$ cat src/ccs_pkg.sv
// shared constants, types and register layout of the charge cycle sequencer
package ccs_pkg;

   // ****************************************
   // clock and timing
   // ****************************************
   localparam int unsigned CLK_PERIOD_NS = 10;          // 100 MHz reference clock
   localparam int unsigned STAT_PULSE_NS = 128000;      // status and interrupt pulse, 128 us
   localparam int unsigned OVP_DGL_NS = 1000000;        // overvoltage deglitch, plain default
   localparam int unsigned SINK_DUR_NS = 2000000;       // sink_duration, plain default
   localparam int unsigned SOURCE_DUR_NS = 2000000;     // source_duration, plain default
   // longest times round down, never below one cycle
   localparam int unsigned STAT_PULSE_CYC = (STAT_PULSE_NS / CLK_PERIOD_NS > 0) ? STAT_PULSE_NS / CLK_PERIOD_NS : 1;
   // least times round up
   localparam int unsigned OVP_DGL_CYC = (OVP_DGL_NS + CLK_PERIOD_NS - 1) / CLK_PERIOD_NS;
   localparam int unsigned SINK_DUR_CYC = (SINK_DUR_NS + CLK_PERIOD_NS - 1) / CLK_PERIOD_NS;
   localparam int unsigned SOURCE_DUR_CYC = (SOURCE_DUR_NS + CLK_PERIOD_NS - 1) / CLK_PERIOD_NS;

   // ****************************************
   // register map
   // ****************************************
   localparam logic [3:0] REG_CTRL = 4'h0;
   localparam logic [3:0] REG_STATUS = 4'h4;
   localparam logic [3:0] REG_STATE = 4'h8;
   // control register fields
   localparam int unsigned CTRL_CHG_DIS = 0;
   localparam int unsigned CTRL_TERM_EN = 1;
   localparam int unsigned CTRL_LOW_CHARGE_SELECT = 2;
   localparam int unsigned CTRL_HIZ = 3;
   localparam int unsigned CTRL_RESET = 7;
   localparam logic CHG_DIS_RST = 1'h1;                 // variant default, host must enable
   localparam logic TERM_EN_RST = 1'h1;
   localparam logic LOW_CHARGE_SELECT_RST = 1'h0;
   localparam logic HIZ_RST = 1'h0;
   // status codes in bits 1:0, fault codes in bits 3:2
   localparam logic [1:0] STAT_READY = 2'h0;
   localparam logic [1:0] STAT_CHARGING = 2'h1;
   localparam logic [1:0] STAT_DONE = 2'h2;
   localparam logic [1:0] STAT_FAULT = 2'h3;
   localparam logic [1:0] FAULT_NONE = 2'h0;
   localparam logic [1:0] FAULT_NO_BATT = 2'h1;
   localparam logic [1:0] FAULT_BATT_OVP = 2'h2;
   localparam logic [5:0] LOOPS_ALL = 6'h3f;            // cc, cv, thermal, minimum_rail_loop, input limit, vin dpm

   typedef enum logic [2:0] {
      CCS_OFF, CCS_HIZ, CCS_SHORT_PRE, CCS_CC, CCS_CV, CCS_DET_SINK, CCS_DET_SRC, CCS_DONE
   } ccs_state_t;

   // comparator outputs from the analog side, all asynchronous
   typedef struct packed {
      logic valid_input;
      logic chip_disable_pin;
      logic vbat_above_short;
      logic sys_above_low;
      logic vbat_at_reg;
      logic ibat_below_term;
      logic ibat_below_350;
      logic vbat_above_rch;
      logic vbat_above_sink;
      logic vbat_above_src1;
      logic vbat_below_src2;
      logic vbat_above_ovp;
      logic vbat_below_ovp_hyst;
      logic other_loop;
      logic ts_warm_cool;
      logic rail_at_minimum_rail_loop;
      logic ichg_zero;
   } ccs_sense_t;

   // controls to the power stage
   typedef struct packed {
      logic converter_on;
      logic bat_switch_on;
      logic bat_switch_4x;
      logic rail_high;
      logic precharge_on;
      logic sink_on;
      logic external_discharge_gate;
      logic reduce_chg;
      logic [5:0] loops_en;
      logic params_reset;
   } ccs_drive_t;

endpackage

$ cat src/ccs_sync.sv
// two flip-flop synchroniser for the comparator inputs
`timescale 1ns/1ps
`default_nettype none
module ccs_sync (
   input wire logic ref_clk,
   input wire logic rst_n,
   input wire ccs_pkg::ccs_sense_t raw,
   output ccs_pkg::ccs_sense_t synced
);
   localparam int unsigned W = $bits(ccs_pkg::ccs_sense_t);
   logic [W-1:0] meta;
   logic [W-1:0] stable;

   // ****************************************
   // per bit synchroniser
   // ****************************************
   genvar i;
   generate
      for (i = 0; i < W; i++) begin : g_bit
         // first stage feeds only the second stage
         always_ff @(posedge ref_clk) begin
            if (!rst_n) begin
               meta[i] <= 1'b0;
               stable[i] <= 1'b0;
            end else begin
               meta[i] <= raw[i];
               stable[i] <= meta[i];
            end
         end
      end
   endgenerate

   assign synced = stable;
endmodule // ccs_sync
`default_nettype wire

$ cat src/ccs_sequencer.sv
// charge cycle sequencer: charge phases, termination, battery detection and battery overvoltage
// Function
// - charge disabled with input valid: battery switch off, rail high; writing 0 starts charging
// - charge-disable reset value is a per-variant parameter
// - all six current loops enabled while charging
// - shorted battery: precharge current, switch off, rail low, then programmed current
// - thermal loop stays enabled while charging to hold junction temperature
// - rail at minimum: reduce charge current; at zero current enter supplement
// - switch fully on above rail low level; constant current then constant voltage
// - switch resistance raised four times below about 350 mA
// - termination enabled: end charge at taper threshold, start detection, rail high
// - termination disabled: never terminate, keep regulating voltage
// - termination blocked by other loops, warm or cool, or low charge select
// - new cycle on recharge drop, input power-on, enable toggle, reset, chip-disable toggle
// - sink phase for sink duration; battery held above threshold means charge done
// - battery dropped: flag absent fault, reset charge parameters, keep detecting
// - source phase with hysteretic current for source duration, then sink again
// - detect until disabled, high impedance or found; found clears fault, new cycle
// - no battery detection while termination disabled
// - overvoltage stops converter and turns switch on until below hysteresis
// - overvoltage after deglitch: gate on, one status pulse, status and fault set
// - status clears when fault ends; fault clears on read after it ends
`timescale 1ns/1ps
`default_nettype none
module ccs_sequencer #(
   parameter int unsigned PULSE_CYC = ccs_pkg::STAT_PULSE_CYC,
   parameter int unsigned DGL_CYC = ccs_pkg::OVP_DGL_CYC,
   parameter int unsigned SINK_CYC = ccs_pkg::SINK_DUR_CYC,
   parameter int unsigned SRC_CYC = ccs_pkg::SOURCE_DUR_CYC,
   parameter logic CHG_DIS_DEFAULT = ccs_pkg::CHG_DIS_RST
) (
   input wire logic ref_clk,
   input wire logic rst_n,
   input wire logic [3:0] bus_addr,
   input wire logic [7:0] bus_wdata,
   input wire logic bus_we,
   input wire logic bus_re,
   output logic [7:0] bus_rdata,
   input wire ccs_pkg::ccs_sense_t sense_raw,
   output ccs_pkg::ccs_drive_t drive,
   output logic stat_pulse,
   output logic int_pulse
);

   // ****************************************
   // declarations
   // ****************************************
   ccs_pkg::ccs_sense_t s;
   ccs_pkg::ccs_state_t state;
   logic charge_disable;
   logic termination_enable_bit;
   logic low_charge_select;
   logic hiz_mode;
   logic batt_absent;
   logic ovp_active;
   logic ovp_fault;
   logic src_on;
   logic [31:0] det_cnt;
   logic [31:0] dgl_cnt;
   logic [31:0] pulse_cnt;
   logic wr_ctrl;
   logic rd_status;
   logic reset_write;
   logic enable_write;
   logic hiz_cond;
   logic charging;
   logic term_ok;
   logic sink_end;
   logic src_end;
   logic sink_fail;
   logic ovp_set;
   logic ovp_stop;
   logic supplement;
   logic [1:0] status_code_bits;
   logic [1:0] fault_code;
   ccs_pkg::ccs_state_t start_state;

   ccs_sync u_sync (
      .ref_clk(ref_clk),
      .rst_n(rst_n),
      .raw(sense_raw),
      .synced(s)
   );

   // ****************************************
   // register bus decode
   // ****************************************
   assign wr_ctrl = bus_we && (bus_addr == ccs_pkg::REG_CTRL);
   assign rd_status = bus_re && (bus_addr == ccs_pkg::REG_STATUS);
   assign reset_write = wr_ctrl && bus_wdata[ccs_pkg::CTRL_RESET];
   // a 1 to 0 move of charge disable restarts charging
   assign enable_write = wr_ctrl && !reset_write && charge_disable && !bus_wdata[ccs_pkg::CTRL_CHG_DIS];

   // control register; the reset bit self-clears and restores defaults
   always_ff @(posedge ref_clk) begin
      if (!rst_n || reset_write) begin
         charge_disable <= CHG_DIS_DEFAULT;
         termination_enable_bit <= ccs_pkg::TERM_EN_RST;
         low_charge_select <= ccs_pkg::LOW_CHARGE_SELECT_RST;
         hiz_mode <= ccs_pkg::HIZ_RST;
      end else if (wr_ctrl) begin
         charge_disable <= bus_wdata[ccs_pkg::CTRL_CHG_DIS];
         termination_enable_bit <= bus_wdata[ccs_pkg::CTRL_TERM_EN];
         low_charge_select <= bus_wdata[ccs_pkg::CTRL_LOW_CHARGE_SELECT];
         hiz_mode <= bus_wdata[ccs_pkg::CTRL_HIZ];
      end
   end

   // read data stands only in the cycle after the strobe
   always_ff @(posedge ref_clk) begin
      if (!rst_n || !bus_re) begin
         bus_rdata <= 8'h00;
      end else begin
         unique case (bus_addr)
            ccs_pkg::REG_CTRL: bus_rdata <= {4'h0, hiz_mode, low_charge_select, termination_enable_bit,
                                             charge_disable};
            ccs_pkg::REG_STATUS: bus_rdata <= {4'h0, fault_code, status_code_bits};
            ccs_pkg::REG_STATE: bus_rdata <= {5'h00, state};
            default: bus_rdata <= 8'h00;
         endcase
      end
   end

   // ****************************************
   // charge sequencing
   // ****************************************
   assign hiz_cond = !s.valid_input || s.chip_disable_pin || hiz_mode;
   assign charging = (state == ccs_pkg::CCS_SHORT_PRE) || (state == ccs_pkg::CCS_CC) ||
                     (state == ccs_pkg::CCS_CV);
   assign start_state = s.vbat_above_short ? ccs_pkg::CCS_CC : ccs_pkg::CCS_SHORT_PRE;
   // termination needs cv, taper, charged battery and no blocking condition
   assign term_ok = termination_enable_bit && s.ibat_below_term && s.vbat_above_rch &&
                    !s.other_loop && !s.ts_warm_cool && !low_charge_select;
   assign sink_end = det_cnt == SINK_CYC - 1;
   assign src_end = det_cnt == SRC_CYC - 1;
   assign sink_fail = (state == ccs_pkg::CCS_DET_SINK) && termination_enable_bit && !s.vbat_above_sink;

   // state: high impedance and disable win over every phase
   always_ff @(posedge ref_clk) begin
      if (!rst_n) begin
         state <= ccs_pkg::CCS_OFF;
      end else if (hiz_cond) begin
         state <= ccs_pkg::CCS_HIZ;
      end else if (charge_disable && !enable_write) begin
         // the enabling write still sees the old disable bit, so it must not park the state
         state <= ccs_pkg::CCS_OFF;
      end else if (enable_write || reset_write) begin
         state <= start_state;
      end else begin
         unique case (state)
            // leaving off or high impedance covers power-on, enable and chip-disable toggles
            ccs_pkg::CCS_OFF, ccs_pkg::CCS_HIZ: begin
               state <= start_state;
            end
            ccs_pkg::CCS_SHORT_PRE: begin
               if (s.vbat_above_short) state <= ccs_pkg::CCS_CC;
            end
            ccs_pkg::CCS_CC: begin
               if (s.vbat_at_reg) state <= ccs_pkg::CCS_CV;
            end
            ccs_pkg::CCS_CV: begin
               if (term_ok) state <= ccs_pkg::CCS_DET_SINK;
            end
            ccs_pkg::CCS_DET_SINK: begin
               if (!termination_enable_bit) begin
                  state <= start_state;
               end else if (!s.vbat_above_sink) begin
                  state <= ccs_pkg::CCS_DET_SRC;
               end else if (sink_end) begin
                  // a battery found after an absent fault restarts charging
                  state <= batt_absent ? start_state : ccs_pkg::CCS_DONE;
               end
            end
            ccs_pkg::CCS_DET_SRC: begin
               if (!termination_enable_bit) begin
                  state <= start_state;
               end else if (src_end) begin
                  state <= ccs_pkg::CCS_DET_SINK;
               end
            end
            ccs_pkg::CCS_DONE: begin
               if (!s.vbat_above_rch) state <= start_state;
            end
         endcase
      end
   end

   // phase timer, restarted whenever a detection phase ends
   always_ff @(posedge ref_clk) begin
      if (!rst_n || hiz_cond || charge_disable) begin
         det_cnt <= 32'h0;
      end else if ((state == ccs_pkg::CCS_DET_SINK) && s.vbat_above_sink && !sink_end) begin
         det_cnt <= det_cnt + 32'h1;
      end else if ((state == ccs_pkg::CCS_DET_SRC) && !src_end) begin
         det_cnt <= det_cnt + 32'h1;
      end else begin
         det_cnt <= 32'h0;
      end
   end

   // source current hysteresis between the two source thresholds
   always_ff @(posedge ref_clk) begin
      if (!rst_n || (state != ccs_pkg::CCS_DET_SRC)) begin
         src_on <= 1'b1;
      end else if (s.vbat_above_src1) begin
         src_on <= 1'b0;
      end else if (s.vbat_below_src2) begin
         src_on <= 1'b1;
      end
   end

   // absent flag: a sink failure sets, a completed sink clears
   always_ff @(posedge ref_clk) begin
      if (!rst_n) begin
         batt_absent <= 1'b0;
      end else if (sink_fail) begin
         batt_absent <= 1'b1;
      end else if ((state == ccs_pkg::CCS_DET_SINK) && sink_end && s.vbat_above_sink) begin
         batt_absent <= 1'b0;
      end
   end

   // ****************************************
   // battery overvoltage
   // ****************************************
   assign ovp_set = s.vbat_above_ovp && !ovp_active && (dgl_cnt == DGL_CYC - 1);
   assign ovp_stop = s.vbat_above_ovp || ovp_active;

   // deglitch restarts on every dropout so a short glitch never reports
   always_ff @(posedge ref_clk) begin
      if (!rst_n || !s.vbat_above_ovp || ovp_active) begin
         dgl_cnt <= 32'h0;
      end else begin
         dgl_cnt <= dgl_cnt + 32'h1;
      end
   end

   always_ff @(posedge ref_clk) begin
      if (!rst_n) begin
         ovp_active <= 1'b0;
      end else if (ovp_set) begin
         ovp_active <= 1'b1;
      end else if (s.vbat_below_ovp_hyst) begin
         ovp_active <= 1'b0;
      end
   end

   // fault survives until read after the condition ends; a new set beats the read
   always_ff @(posedge ref_clk) begin
      if (!rst_n) begin
         ovp_fault <= 1'b0;
      end else if (ovp_set) begin
         ovp_fault <= 1'b1;
      end else if (rd_status && !ovp_active) begin
         ovp_fault <= 1'b0;
      end
   end

   // status follows the live condition, fault the latched one
   assign status_code_bits = ovp_active ? ccs_pkg::STAT_FAULT :
                             batt_absent ? ccs_pkg::STAT_FAULT :
                             charging ? ccs_pkg::STAT_CHARGING :
                             (state == ccs_pkg::CCS_DONE) ? ccs_pkg::STAT_DONE : ccs_pkg::STAT_READY;
   assign fault_code = ovp_fault ? ccs_pkg::FAULT_BATT_OVP :
                       batt_absent ? ccs_pkg::FAULT_NO_BATT : ccs_pkg::FAULT_NONE;

   // single pulse, PULSE_CYC cycles wide, on both outputs
   always_ff @(posedge ref_clk) begin
      if (!rst_n) begin
         pulse_cnt <= 32'h0;
         stat_pulse <= 1'b0;
         int_pulse <= 1'b0;
      end else if (ovp_set) begin
         pulse_cnt <= PULSE_CYC - 1;
         stat_pulse <= 1'b1;
         int_pulse <= 1'b1;
      end else begin
         pulse_cnt <= (pulse_cnt != 32'h0) ? pulse_cnt - 32'h1 : 32'h0;
         stat_pulse <= pulse_cnt != 32'h0;
         int_pulse <= pulse_cnt != 32'h0;
      end
   end

   // ****************************************
   // power stage controls
   // ****************************************
   // supplement whenever the rail sags and no charge current is left
   assign supplement = s.rail_at_minimum_rail_loop && s.ichg_zero;

   always_ff @(posedge ref_clk) begin
      if (!rst_n) begin
         drive <= '0;
      end else begin
         drive.converter_on <= !hiz_cond && !ovp_stop;
         drive.bat_switch_on <= ovp_stop || (state == ccs_pkg::CCS_HIZ) || supplement ||
                                ((state == ccs_pkg::CCS_CC) && s.sys_above_low) ||
                                (state == ccs_pkg::CCS_CV);
         drive.bat_switch_4x <= ((state == ccs_pkg::CCS_CC) || (state == ccs_pkg::CCS_CV)) &&
                                s.ibat_below_350;
         drive.rail_high <= (state == ccs_pkg::CCS_OFF) || (state == ccs_pkg::CCS_DONE) ||
                            (state == ccs_pkg::CCS_DET_SINK) || (state == ccs_pkg::CCS_DET_SRC);
         drive.precharge_on <= (state == ccs_pkg::CCS_SHORT_PRE) ||
                               ((state == ccs_pkg::CCS_DET_SRC) && src_on);
         drive.sink_on <= state == ccs_pkg::CCS_DET_SINK;
         drive.external_discharge_gate <= (state == ccs_pkg::CCS_HIZ) || ovp_active;
         drive.reduce_chg <= charging && s.rail_at_minimum_rail_loop;
         // while charging every loop stays armed, the analog side lets the dominant one win
         drive.loops_en <= charging ? ccs_pkg::LOOPS_ALL : 6'h00;
         drive.params_reset <= sink_fail || reset_write;
      end
   end
endmodule // ccs_sequencer
`default_nettype wire

$ cat config.mk
export PLATFORM = sky130hd
export DESIGN_NAME = ccs_sequencer
export DESIGN_NICKNAME = d
export VERILOG_FILES = /design/src/ccs_pkg.sv /design/src/ccs_sync.sv /design/src/ccs_sequencer.sv
export SDC_FILE = /design/constraint.sdc
export NUM_CORES = 1
export LEC_CHECK = 0
export BUFFER_PORTS_ARGS = -buffer_cell sky130_fd_sc_hd__buf_2
export CORE_MARGIN = 5
export CORE_UTILIZATION = 48
export DETAILED_ROUTE_END_ITERATION = 12
export GPL_TIMING_DRIVEN = 0
export PLACE_DENSITY = 0.67
export SLEW_MARGIN = 40
export SYNTH_ARGS = -nofsm -noshare
export SYNTH_HDL_FRONTEND = slang
export SYNTH_HIERARCHICAL = 1
export SYNTH_SLANG_ARGS = --single-unit
export TNS_END_PERCENT = 10
$ cat constraint.sdc
create_clock -name ref_clk -period 2.29 [get_ports ref_clk]
set_input_delay 0.3435 -clock ref_clk [delete_from_list [all_inputs] [get_ports ref_clk]]
set_output_delay 0.3435 -clock ref_clk [all_outputs]
set_load 0.01 [all_outputs]
Word-level counts from Yosys, hierarchy flattened
Index checks and enable logic that the tools add are counted. Widths: inputs -> output; s select.

Register bits after elaboration: 165. Word-level logic and storage cells: 204. Memory bits (read-only): 0. Output and inout bits: 25. Input bits: 33. RAM bits: 0. Memories kept: 0. Bits in latches: 0.

Add/sub/neg operators: 3. Equality and inequality tests: 24. Bitwise gates (word level): 2. $mul: 0. Mux-type cells: 36. Magnitude comparators: 0. Shifts and indexed selects: 0. Reductions and logical operators: 79. Div/mod/pow operators: 0.

Operator list (number): $add 32x1->32 const B (2); $mux 32 (2); $mux 3 (11); $eq 32x17->1 const B (1); $eq 32x18->1 const B (1); $reduce_bool 32->1 (1); $sub 32x1->32 const B (1); $logic_and 1x1->1 (28); $mux 14 (2); $logic_or 1x1->1 (24); $pmux 3 s7 (1); $logic_not 1->1 (15); $ne 5x5->1 const B (3); $mux 1 (13); $eq 3x3->1 const B (4); $pmux 4 s3 (1); $reduce_and 6->1 (2); $mux 2 (5); $ne 5x4->1 const B (2); $ne 3x3->1 const B (3); $reduce_bool 2->1 (4); $ne 7x7->1 const B (1); $eq 3x2->1 const B (2); $mux 6 (1); 11 further kinds (14).

Depth between registers and ports, before layout
Depth in word-level cells: 11. Gate-level depth with buffers: 9. Depth with buffers taken out: 7.

Modules after synthesis
Netlist, hierarchy kept.

Modules (own cells, without submodules): ccs_sequencer (times used 1, area each 5724.2 um2, seq. area each 2442.3 um2, cells an instance 667); ccs_sync (times used 1, area each 950.9 um2, seq. area each 680.7 um2, cells an instance 71).

Least setup slack after synthesis
Ideal clock, no wire load.

Path kind: register to register. From: reg dgl_cnt[0]. To: reg pulse_cnt[23]. Required time: 2.164 ns. Buffers on the path: 2. Clock period less this slack: 1.963 ns. Setup time: 0.126 ns. Slack: 0.327 ns. Stages on the path, launching flop included: 10. Arrival: 1.837 ns. Cells stage by stage: dfxtp_1 ha_1 and4_1 clkbuf_1 nand2_1 nor4_1 and3b_2 or2_4 buf_6 a21oi_1.

Cells in the longest elaborated chain, start to end: 3.

RTL lines: from (decl) (line ccs_sequencer.sv:59) `logic [31:0] dgl_cnt;`; from (signal assigned) (line ccs_sequencer.sv:234) `dgl_cnt <= dgl_cnt + 32'h1;`; $eq 32x17->1 (line ccs_sequencer.sv:226) `assign ovp_set = s.vbat_above_ovp && !ovp_active && (dgl_cnt == DGL_CYC - 1);`; $logic_and 1x1->1 (line ccs_sequencer.sv:226); $reduce_or 3->1 (no source line); to (signal assigned) (line ccs_sequencer.sv:274) `pulse_cnt <= PULSE_CYC - 1;`; to (signal assigned) (line ccs_sequencer.sv:278) `pulse_cnt <= (pulse_cnt != 32'h0) ? pulse_cnt - 32'h1 : 32'h0;`; to (decl) (line ccs_sequencer.sv:60) `logic [31:0] pulse_cnt;`.

No other way between the ends. A chain may end at the register's enable or synchronous reset.

Final worst setup path
From: reg dgl_cnt[0]. To: reg pulse_cnt[31].

Same word-level chain as after synthesis.

==> impl_metrics.py <==
metrics = {
    "power_and_ir_drop": {
        "power_density_mw_per_mm2": 969,
        "leakage_uw": 0.00295,
        "peakVddDrop_uv": 591,
    },
    "hold_path": {
        "hold_class": "input pin to register",
        "hold_path_depth": 2,
        "whs_endpoint": "u_sync/meta[11]",
        "hp-start": "sense_raw[11]",
    },
    "synth": {
        "synth_top_area_share_pct": 46.8,
        "synth.area.top_cells": "dfxtp_1, nor2_1, xor2_1, xnor2_1, and2_2",
        "async_flop_share_pct": 0,
        "synth_cell_types": 62,
        "synth_flop_cell": "dfxtp_1",
        "syn_inst": 738,
        "synth-seq-area-share_pct": 46.8,
        "yosys_warnings": 6,
        "netlist_area_sq_mm": 0.00668,
        "ys_ff_latch": 156,
        "synth_top_cell_by_area": "dfxtp_1",
        "synth.avg_cell_area_sq_um": 9.04,
        "synth_enable_flop_cells": 0,
    },
    "status": {
        "run_status": "completed",
    },
    "die": {
        "initial_core_util_pct": 48.5,
        "die_area_sq_mm": 0.0164,
        "coreArea_sq_mm": 0.0138,
        "ios": 58,
        "die_y_microns": 128,
        "die_w_microns": 128,
        "rows": 43,
    },
    "final_layout": {
        "area_growth_syn_to_layout_pct": 16.2,
        "final_common_cell": "dfxtp_1",
        "n_antenna_cell": 0,
        "drive_above_1_share_pct": 20.0,
        "layout_common_cells": "dfxtp_1, nor2_1, buf_2, nand2_1, xor2_1",
        "layout.nets": 844,
        "design_area_sq_mm": 0.00775,
        "layout.cells.non_filler": 1000,
    },
    "clock_network": {
        "clk_pin_slew_ns": 0.06,
        "htree_levels": 4,
        "cts_made_buffers": 17,
        "cts_hold_buffers": 0,
        "cts_sinks": 156,
        "root_buffer": "clkbuf_16",
        "cts_tree": "built",
        "clkLatencyLatePin_ns": 0.42,
        "clock_path_buffers": 2,
    },
    "job": {
        "maxCapViolations": 0,
    },
    "worst_setup_path": {
        "worstSetupPathType": "register to register",
        "ff2ff_setup_slack_ns": 0.19,
        "critPathMaxFanout": 10,
        "rr_startpoint": "dgl_cnt[0]",
        "cp.required_ns": 2.60,
        "critPathCaptureType": "register",
        "arrival_ns": 2.41,
        "r2r_end": "pulse_cnt[31]",
        "critPathLaunchType": "register",
        "r2r_cells": 8,
    },
    "sta": {
        "setup_viol": 0,
        "finClkSkew_ns": 0.00632,
        "hold_violations": 0,
        "slew_viol_final": 0,
        "setup_slack_ns": 0.189,
        "worst_pin_slew_ns": 0.590,
        "period_minus_slack_ns": 2.10,
        "rsz0062_at_grt": "no",
        "fin_setup_tns_ns": 0,
        "fmax_mhz": 476,
        "post-route-period-util_pct": 91.7,
        "slew_headroom_pct": 60.6,
    },
    "placed_design": {
        "dpl.hpwl_microns": 9730,
        "preCtsSetupSlack_ns": -0.0884,
        "dpl_cell_area_sq_mm": 0.00715,
        "place_congestion": 0.848,
        "dp.cells": 969,
        "io_buffers": 48,
    },
    "global_route": {
        "grt_max_degree": 17,
        "antenna_found_initial": 0,
        "grt_pass1_vias": 5227,
        "grt_pass1_wl_microns": 23100,
        "gr-total-overflow": 0,
        "track_usage_pct": 17.2,
    },
    "drt": {
        "dr.pass1.iters": 5,
        "postRouteAntennaNets": 0,
        "drc": 0,
        "vias": 5190,
        "viasPerCell": 5.19,
        "first_iter_violations": 412,
        "drt-total-wl_microns": 13500,
        "wl_per_cell_microns": 13.5,
    },
}
-- final cells by class --
class                      instances  area [sq um]
multi-input combinational        540          3350
fill                            1219          6020
inverter                          11          41.3
buffer                            33           191
clock inverter                     6          83.8
tap                              180           225
sequential                       156          3120
clock buffer                      26           499
timing repair buffer              48           240
-- synthesized netlist by cell type (2+ instances only) --
| cell type | n |
|---|---|
| a211oi_1 | 2 |
| a21boi_0 | 3 |
| a21oi_1 | 17 |
| a31oi_1 | 3 |
| and2_1 | 5 |
| and2_2 | 34 |
| and3_1 | 11 |
| and4_1 | 4 |
| buf_2 | 9 |
| buf_4 | 10 |
| buf_6 | 2 |
| clkbuf_1 | 9 |
| clkbuf_2 | 3 |
| dfxtp_1 | 156 |
| ha_1 | 4 |
| inv_1 | 11 |
| mux2i_1 | 4 |
| nand2_1 | 50 |
| nand2b_1 | 7 |
| nand3_1 | 39 |
| nand3b_1 | 5 |
| nand4_1 | 15 |
| nand4b_1 | 2 |
| nor2_1 | 130 |
| nor2b_1 | 9 |
| nor3_1 | 12 |
| nor3_2 | 6 |
| nor3_4 | 2 |
| nor4_1 | 14 |
| nor4_2 | 4 |
| nor4b_1 | 2 |
| o21a_1 | 6 |
| o21ai_0 | 20 |
| o31a_1 | 2 |
| or2_2 | 2 |
| or3_1 | 10 |
| or4_1 | 2 |
| or4_4 | 5 |
| xnor2_1 | 39 |
| xor2_1 | 46 |
-- routing by layer --
metal,global-route usage (%),up-vias,wire length [microns]
li1,-,2630,-
met1,20.5,2420,6040
met2,29.0,111,6550
met3,5.04,29,657
met4,7.30,0,278
met5,0,-,0
-- registers in the layout, summed over array words and instances, names as in the netlist --
| signal | count |
|---|---|
| ovp_active | 1 |
| dgl_cnt | 32 |
| termination_enable_bit | 1 |
| state | 3 |
| u_sync/synced | 17 |
| u_sync/meta | 17 |
| det_cnt | 32 |
| ovp_fault | 1 |
| drive | 10 |
| charge_disable | 1 |
| pulse_cnt | 32 |
| hiz_mode | 1 |
| int_pulse | 1 |
| bus_rdata | 4 |
| batt_absent | 1 |
| low_charge_select | 1 |
| src_on | 1 |
-- critical path: stages, from the launching register on --
cell and delay, ns:
dfxtp_1 0.39, ha_1 0.23, and4_2 0.32, nand2_1 0.12, nor4_4 0.29, and3b_2 0.28, or2_4 0.16, buf_6 0.14
nor2_1 0.06
-- power by group --
group	internal [uW]	switching (uW)
clock network	1720	1040
logic	705	818
registers	2970	252
-- kinds of logic after synthesis --
kind of cell / after synthesis / synth area share [%]
multiplexers: 4 / 0.600
buffers and inverters: 45 / 3.54
AND/OR/NAND/NOR: 378 / 30.8
adder cells (fa/ha/maj): 4 / 0.750
XOR/XNOR: 85 / 11.2
flip-flops: 156 / 46.8
other: 1 / 0.0562
AO/OA/AOI/OAI: 65 / 6.30
-- worst max-delay path by stage --
stage	startpoint	to	slack, ns	cells after the start
after detailed placement	dgl_cnt[0]	pulse_cnt[18]	-0.09	9
after global placement	dgl_cnt[0]	pulse_cnt[23]	-0.03	9
after floorplan	dgl_cnt[0]	pulse_cnt[23]	0.33	9
final	dgl_cnt[0]	pulse_cnt[31]	0.19	8
after CTS	pulse_cnt[9]	pulse_cnt[7]	0.08	6
after global routing	dgl_cnt[0]	pulse_cnt[16]	0.02	8
-- what timing repair did --
action / 4_1_cts / 5_1_grt
endpoints found under the setup margin: 20 / 30
setup buffers: 0 / 0
gates resized for setup: 1 / 3
pin swaps: 0 / 0
-- metrics by stage --
stage          total power, uW  utilization [%]  hold slack (ns)
6_report                  7510             56.3            0.142
4_1_cts                   7560             56.2            0.128
5_1_grt                   7910             56.3            0.134
3_3_place_gp              4690             51.9            0.430
2_1_floorplan             4450                -            0.422
3_5_place_dp              4780             51.9            0.433
Power figures use the tool's default switching activity.
